===== config.mk =====
export PLATFORM = sky130hd
export DESIGN_NAME = ppm_regs_core
export DESIGN_NICKNAME = d
export VERILOG_FILES = /design/src/common/ppm_pkg.sv /design/src/core/ppm_flag.sv /design/src/core/ppm_regs_core.sv
export VERILOG_INCLUDE_DIRS = /design/src /design/src/common
export SDC_FILE = /design/constraint.sdc
export NUM_CORES = 1
export LEC_CHECK = 0
export ABC_CLOCK_PERIOD_IN_PS = 1800
export BUFFER_PORTS_ARGS = -buffer_cell sky130_fd_sc_hd__buf_2
export CAP_MARGIN = 20
export CORE_MARGIN = 10
export CORE_UTILIZATION = 40
export DETAILED_ROUTE_END_ITERATION = 10
export GPL_ROUTABILITY_DRIVEN = 1
export PLACE_DENSITY_LB_ADDON = 0.05
export SLEW_MARGIN = 25
export SYNTH_ARGS = -nofsm -noshare
export SYNTH_HDL_FRONTEND = slang
export SYNTH_SLANG_ARGS = --single-unit

===== constraint.sdc =====
create_clock -name sys_clk -period 1.8 [get_ports sys_clk]
set_input_delay 0.09 -clock sys_clk [delete_from_list [all_inputs] [get_ports sys_clk]]
set_output_delay 0.09 -clock sys_clk [all_outputs]
set_load 0.01 [all_outputs]

===== src/common/ppm_regs.svh =====
// Offsets, field positions and fixed values of the port power-management registers.
`ifndef PPM_REGS_SVH
`define PPM_REGS_SVH

// ****************************************************************
// Register offsets
// ****************************************************************
`define PPM_CAP_OFFSET       8'h52
`define PPM_CSR_OFFSET       8'h54

// ****************************************************************
// Capability fields
// ****************************************************************
`define PPM_CAP_MASK_D3COLD  15
`define PPM_CAP_MASK_D3HOT   14
`define PPM_CAP_MASK_D2      13
`define PPM_CAP_MASK_D1      12
`define PPM_CAP_MASK_D0      11
`define PPM_CAP_DEEP_SLEEP   10
`define PPM_CAP_LIGHT_SLEEP  9
`define PPM_CAP_AUX_HI       8
`define PPM_CAP_AUX_LO       6
`define PPM_AUX_CODE_ON      3'h1
`define PPM_AUX_CODE_OFF     3'h0
`define PPM_CAP_SPEC_HI      2
`define PPM_CAP_SPEC_LO      0
`define PPM_SPEC_REVISION    3'h3

// ****************************************************************
// Control/status fields
// ****************************************************************
`define PPM_CSR_PENDING      15
`define PPM_CSR_ENABLE       8
`define PPM_CSR_KEEPS_STATE  3
`define PPM_CSR_STATE_HI     1
`define PPM_CSR_STATE_LO     0
`define PPM_CSR_RESET        16'h0008

`endif


===== src/common/ppm_pkg.sv =====
// Types shared by the port power-management register files.
package ppm_pkg;

	typedef enum logic [1:0] {
		PPM_D0    = 2'b00,
		PPM_D1    = 2'b01,
		PPM_D2    = 2'b10,
		PPM_D3HOT = 2'b11
	} ppm_pstate_t;

	typedef struct packed {
		logic flag;
	} ppm_flag_state_t;

	typedef struct packed {
		logic        wake_enable;
		ppm_pstate_t pstate;
		logic [15:0] rdata;
		logic        rvalid;
	} ppm_state_t;

endpackage


===== src/core/ppm_flag.sv =====
// Sticky event flag where a set wins over a software clear in the same cycle, but global reset wins over a set.
`timescale 1ns/10ps
`include "ppm_regs.svh"
module ppm_flag
	import ppm_pkg::*;
(
	input  wire logic sys_clk,
	input  wire logic sys_rst,
	input  wire logic global_reset,
	input  wire logic set,
	input  wire logic clear,
	output logic      flag
);

	ppm_flag_state_t st;
	ppm_flag_state_t next_st;

	// The event is not lost when software clears in the same cycle.
	always_comb begin
		next_st = st;
		if (clear) begin
			next_st.flag = 1'b0;
		end
		if (set) begin
			next_st.flag = 1'b1;
		end
		if (global_reset) begin
			next_st.flag = 1'b0;
		end
	end

	always_ff @(posedge sys_clk or posedge sys_rst) begin
		if (sys_rst) begin
			st <= '0;
		end else begin
			st <= next_st;
		end
	end

	assign flag = st.flag;

endmodule // ppm_flag


===== src/core/ppm_regs_core.sv =====
// Power-management capability and control/status registers of one downstream port.
`timescale 1ns/10ps
`include "ppm_regs.svh"
module ppm_regs_core
	import ppm_pkg::*;
#(
	parameter int ADDR_W = 8
) (
	input  wire logic              sys_clk,
	input  wire logic              sys_rst,
	input  wire logic              global_reset,
	input  wire logic              port_reset,
	input  wire logic              aux_supply_present,
	input  wire logic              light_sleep_supported,
	input  wire logic              hotplug_wake_event,
	input  wire logic [ADDR_W-1:0] cfg_addr,
	input  wire logic              cfg_rd,
	input  wire logic              cfg_wr,
	input  wire logic [1:0]        cfg_be,
	input  wire logic [15:0]       cfg_wdata,
	output logic [15:0]            cfg_rdata,
	output logic                   cfg_rvalid,
	output logic [1:0]             power_state,
	output logic                   wake_event_pending,
	output logic                   wake_event_enable,
	output logic                   wake_signal_req
);

	// ****************************************************************
	// Elaboration checks
	// ****************************************************************
	if (ADDR_W < 7) begin : g_bad_addr
		$error("ADDR_W too narrow for the register offsets.");
	end

	// ****************************************************************
	// Decode
	// ****************************************************************
	localparam logic [ADDR_W-1:0] CAP_ADDR = ADDR_W'(`PPM_CAP_OFFSET);
	localparam logic [ADDR_W-1:0] CSR_ADDR = ADDR_W'(`PPM_CSR_OFFSET);

	ppm_state_t  st;
	ppm_state_t  next_st;
	logic        csr_wr_hi;
	logic        csr_wr_lo;
	logic        pend_clear;
	logic        pend_flag;
	logic [15:0] cap_word;
	logic [15:0] csr_word;

	assign csr_wr_hi  = cfg_wr && (cfg_addr == CSR_ADDR) && cfg_be[1];
	assign csr_wr_lo  = cfg_wr && (cfg_addr == CSR_ADDR) && cfg_be[0];
	assign pend_clear = csr_wr_hi && cfg_wdata[`PPM_CSR_PENDING];

	// ****************************************************************
	// Pending flag
	// ****************************************************************
	ppm_flag u_pending (
		.sys_clk      (sys_clk),
		.sys_rst      (sys_rst),
		.global_reset (global_reset),
		.set          (hotplug_wake_event),
		.clear        (pend_clear),
		.flag         (pend_flag)
	);

	// ****************************************************************
	// Read words
	// ****************************************************************
	always_comb begin
		cap_word = '0;
		cap_word[`PPM_CAP_MASK_D3COLD] = aux_supply_present;
		cap_word[`PPM_CAP_MASK_D3HOT]  = 1'b1;
		cap_word[`PPM_CAP_MASK_D2]     = 1'b1;
		cap_word[`PPM_CAP_MASK_D1]     = light_sleep_supported;
		cap_word[`PPM_CAP_MASK_D0]     = 1'b1;
		cap_word[`PPM_CAP_DEEP_SLEEP]  = 1'b1;
		cap_word[`PPM_CAP_LIGHT_SLEEP] = light_sleep_supported;
		cap_word[`PPM_CAP_AUX_HI:`PPM_CAP_AUX_LO] =
			aux_supply_present ? `PPM_AUX_CODE_ON : `PPM_AUX_CODE_OFF;
		cap_word[`PPM_CAP_SPEC_HI:`PPM_CAP_SPEC_LO] = `PPM_SPEC_REVISION;
	end

	// The PPM_CSR_RESET fill zeroes the unused data fields and reserved bits and sets the keeps-state bit 3.
	always_comb begin
		csr_word = `PPM_CSR_RESET;
		csr_word[`PPM_CSR_PENDING] = pend_flag;
		csr_word[`PPM_CSR_ENABLE]  = st.wake_enable;
		csr_word[`PPM_CSR_STATE_HI:`PPM_CSR_STATE_LO] = st.pstate;
	end

	// ****************************************************************
	// Next state
	// ****************************************************************
	always_comb begin
		next_st        = st;
		next_st.rvalid = cfg_rd;
		if (cfg_rd) begin
			case (cfg_addr)
				CAP_ADDR: begin
					next_st.rdata = cap_word;
				end
				CSR_ADDR: begin
					next_st.rdata = csr_word;
				end
				default: begin
					next_st.rdata = '0;
				end
			endcase
		end
		if (csr_wr_hi) begin
			next_st.wake_enable = cfg_wdata[`PPM_CSR_ENABLE];
		end
		// Leaving D3hot only changes the field; no port state is reset here.
		if (csr_wr_lo) begin
			next_st.pstate = ppm_pstate_t'(cfg_wdata[`PPM_CSR_STATE_HI:`PPM_CSR_STATE_LO]);
		end
		// A port reset returns the power state but leaves the sticky bits alone.
		if (port_reset) begin
			next_st.pstate = PPM_D0;
		end
		if (global_reset) begin
			next_st.wake_enable = 1'b0;
			next_st.pstate      = PPM_D0;
		end
	end

	always_ff @(posedge sys_clk or posedge sys_rst) begin
		if (sys_rst) begin
			st <= '{wake_enable: 1'b0, pstate: PPM_D0, rdata: 16'h0000, rvalid: 1'b0};
		end else begin
			st <= next_st;
		end
	end

	// ****************************************************************
	// Outputs
	// ****************************************************************
	assign cfg_rdata          = st.rdata;
	assign cfg_rvalid         = st.rvalid;
	assign power_state        = st.pstate;
	assign wake_event_pending = pend_flag;
	assign wake_event_enable  = st.wake_enable;
	// Only a request toward the upstream message logic; this port never drives a wake pin.
	assign wake_signal_req    = pend_flag && st.wake_enable;

endmodule // ppm_regs_core


==> qor.yml <==
outcome:
  outcome: "complete, no violations"
timing:
  max_freq_ghz: 0.762
  slew_violations: 0
  setup_ws_ps: 488
  worst_clock_skew_ps: 0.212
  final.period_utilization_pct: 72.9
  rsz0062_at_grt: "false"
  whs_ps: 7.47
  setup_tns_ps: 0
  finalWorstPathRequiredPeriod_ps: 1310
  final-setup-viol-count: 0
  count_of_final_hold_check_violations: 0
final_layout:
  num_antenna_cells: 0
  synth_to_layout_area_growth_pct: 34.2
  post_route_cells_drive_above_1_share_pct: 49.5
  summed_area_of_non_filler_cells_in_the_final_layout_um2: 922
  final_nets: 139
worst_setup_path:
  critical_path.top_delay_family: "buffers and inverters"
  critPathMaxStageDelay_ps: 540
  worstPathCellList: "dlygate4sd3_1 > buf_2 > inv_1 > nor3_2 > a221o_2"
  required_ps: 1960
  cp_num_buf_inv: 3
  worst-path-max-fanout: 8
  setup.worst_path.class: "input port to flip-flop"
  timing.critical_path.from_type: "input port"
  reg2regPathDepth: 1
  critical-path-slowest-cell: "sky130_fd_sc_hd__dlygate4sd3_1"
  worstSetupPathDepth: 5
  cp-end-kind: "flip-flop"
  arrival_worst_endpoint_ps: 1470
grt:
  grt_pass1_wl_mm: 2.62
  antenna_found_initial: 0
  grt_max_degree: 14
  grt_overflow: 0
  grt_pass1_vias: 619
  grt_usage_pct: 9.13
yosys:
  synth.lib_cells_used.distinct: 25
  synth.avg_cell_area_um2: 11.4
  ys.warnings.count: 0
  postSynthCellCount: 60
  synth_seq_area_share_pct: 47.4
  synth-seq-cells: 13
  mappedNetlistArea_um2: 687
placement:
  placement.setup.worst_slack_ps: 490
  place.gp.congestion: 0.740
  dpl.hpwl_mm: 1.47
  detailed_place.area_um2: 866
  buffer_ports.inserted: 40
clocking:
  ctsHtreeMaxLevel: 1
  clockRootBuffer: "sky130_fd_sc_hd__clkbuf_4"
  clk_transition_reported_paths_ps: 70
  clk-insertion-delay-late_ps: 270
  clock-sinks: 13
  max-clock-path-buffers: 2
  cts_tree: "yes"
  cts_inserted_buffers: 3
  post-cts-setup-buffer-count: 0
detailed_routing:
  wire_per_inst_um: 14.6
  vias: 596
  detailedRoute.firstIterationViolations: 5
  drc: 0
  drtAntennaViolNets: 0
  detailed_routing_iteration_count_for_the_pre_antenna_repair_pass: 4
  routed_via_density: 5.01
  detail_route.wirelength_mm: 1.74
power_and_ir_drop:
  sw_frac_of_total_pct: 23.1
  peakVddDrop_mv: 0.255
  pwr-share-seq_pct: 54.9
  power_density_mw_per_mm2: 587
  clkPwrFrac_pct: 31.8
  total_leakage_power_nw: 0.515
  p_int_w: 0.000416
  net-switching-power_w: 0.000125
  power.combinational.fraction_pct: 13.3
floorplanning:
  die_width_um: 61.4
  die_area_mm2: 0.00377
  floorplan.initialDensity_pct: 44.1
  placementRows: 14
  floorplan.die.height_um: 61.4
  design.core.area_mm2: 0.00156
  io_pins: 57
run:
  cap_violations: 0
min_path:
  hold_path_class: "input port to flip-flop"
  hold_depth: 2
==> power by group through the flow <==
| stage | Combinational [W] | Sequential [W] | Clock (W) |
|---|---|---|---|
| finish | 0.0000719 | 0.000297 | 0.000172 |
| global route | 0.0000795 | 0.000297 | 0.000197 |
| CTS | 0.0000706 | 0.000297 | 0.000176 |
| detailed placement | 0.0000670 | 0.000303 | 0 |
| global placement | 0.0000661 | 0.000303 | 0 |
| floorplan | 0.0000343 | 0.000304 | 0 |
==> routing by layer <==
| layer | track usage [%] | wire (µm) | vias up | share of wire, % |
|---|---|---|---|---|
| met5 | 0 | 0 | - | 0 |
| met4 | 4.78 | 28 | 0 | 1.6 |
| met3 | 5.35 | 235 | 2 | 14 |
| met2 | 13.2 | 710 | 37 | 41 |
| met1 | 10.4 | 760 | 261 | 44 |
| li1 | - | - | 296 | - |
==> sequential cells by signal, indices dropped and copies added, names as in the netlist <==
signal,cells
cfg_rdata,8
cfg_rvalid,1
power_state,2
u_pending.flag,1
wake_event_enable,1
==> final cells by class <==
| cell class | instances | area [µm²] |
|---|---|---|
| flip-flops and latches | 13 | 325 |
| fillers | 154 | 637 |
| repair buffers | 44 | 238 |
| multi-input cells | 38 | 298 |
| well taps | 16 | 20.0 |
| inverters | 4 | 15.0 |
| clock buffers | 4 | 26.3 |
==> path summary, 6_finish.rpt <==
path / from / to / slack, ps
max: cfg_rd / cfg_rdata[1]$_DFFE_PP0P_ / 490
min: global_reset / u_pending.flag$_DFFE_PP0P_ / 7
max reg2reg: cfg_rdata[1]$_DFFE_PP0P_ / cfg_rdata[1]$_DFFE_PP0P_ / 920
min reg2reg: cfg_rdata[3]$_DFFE_PP0P_ / cfg_rdata[3]$_DFFE_PP0P_ / 490
max in group asynchronous: sys_rst / cfg_rdata[14]$_DFFE_PP0P_ / 1100
min in group asynchronous: sys_rst / cfg_rdata[0]$_DFFE_PP0P_ / 370
==> cell usage in the layout, fill, tap and decap left out <==
cell type                        n
sky130_fd_sc_hd__and2_1          2
sky130_fd_sc_hd__inv_1           4
sky130_fd_sc_hd__dfrtp_1        13
sky130_fd_sc_hd__dlygate4sd3_1   3
sky130_fd_sc_hd__nand4_1         2
sky130_fd_sc_hd__o31ai_1         2
sky130_fd_sc_hd__nand4bb_1       1
sky130_fd_sc_hd__nor4b_1         1
sky130_fd_sc_hd__a21boi_0        2
sky130_fd_sc_hd__nand2_1         3
sky130_fd_sc_hd__a221o_2         2
sky130_fd_sc_hd__a21o_2          1
sky130_fd_sc_hd__a311oi_1        1
sky130_fd_sc_hd__a21o_1          2
sky130_fd_sc_hd__o32ai_1         1
sky130_fd_sc_hd__or4b_4          1
sky130_fd_sc_hd__clkbuf_4        3
sky130_fd_sc_hd__a22o_1          3
sky130_fd_sc_hd__clkbuf_1        1
sky130_fd_sc_hd__buf_4           1
sky130_fd_sc_hd__nor3_1          1
sky130_fd_sc_hd__nor2_1          2
sky130_fd_sc_hd__mux2i_1         1
sky130_fd_sc_hd__buf_2          40
sky130_fd_sc_hd__conb_1          4
sky130_fd_sc_hd__nand2b_1        2
sky130_fd_sc_hd__nor3_2          2
sky130_fd_sc_hd__nor4bb_1        1
sky130_fd_sc_hd__nand4bb_4       1
==> metrics by stage <==
step	power, W	std cells	util, %
floorplan	0.000339	63	-
CTS	0.000544	118	58.5
global placement	0.000369	112	55.5
finish	0.000541	119	59.1
detailed placement	0.000370	112	55.5
global route	0.000574	119	59.1
==> cells by family after synthesis <==
family	count (synthesis)	synth area share, %
and+or+nand+nor	19	22.2
AOI/OAI and AO/OA	14	17.5
DFF	13	47.4
buffers and inverters	12	10.9
muxes	1	1.46
other	1	0.546
==> Yosys cell counts <==
master,count,share of area (%)
sky130_fd_sc_hd__buf_4,8,8.7
sky130_fd_sc_hd__conb_1,1,0.55
sky130_fd_sc_hd__dfrtp_1,13,47
sky130_fd_sc_hd__nand2b_1,2,1.8
sky130_fd_sc_hd__a221o_2,2,3.3
sky130_fd_sc_hd__nor4b_1,1,1.3
sky130_fd_sc_hd__nand4_1,2,1.8
sky130_fd_sc_hd__nor2_1,2,1.1
sky130_fd_sc_hd__nand4bb_1,1,1.6
sky130_fd_sc_hd__a21o_2,1,1.3
sky130_fd_sc_hd__and2_1,2,1.8
sky130_fd_sc_hd__o31ai_1,2,2.2
sky130_fd_sc_hd__a22o_1,3,3.8
sky130_fd_sc_hd__mux2i_1,1,1.5
sky130_fd_sc_hd__inv_1,4,2.2
sky130_fd_sc_hd__nand4bb_4,1,4.0
sky130_fd_sc_hd__a21boi_0,2,2.2
sky130_fd_sc_hd__nor3_1,1,0.73
sky130_fd_sc_hd__nor3_2,2,2.9
sky130_fd_sc_hd__a21o_1,2,2.2
sky130_fd_sc_hd__nor4bb_1,1,1.5
sky130_fd_sc_hd__nand2_1,3,1.6
sky130_fd_sc_hd__or4b_4,1,2.0
sky130_fd_sc_hd__o32ai_1,1,1.3
sky130_fd_sc_hd__a311oi_1,1,1.3
==> what timing repair did <==
action,CTS,global route
hold buffers,2,1
gates resized for setup,0,0
endpoints found under the hold margin,14,1
endpoints found under the setup margin,0,0
(Power assumes the default switching activity.)
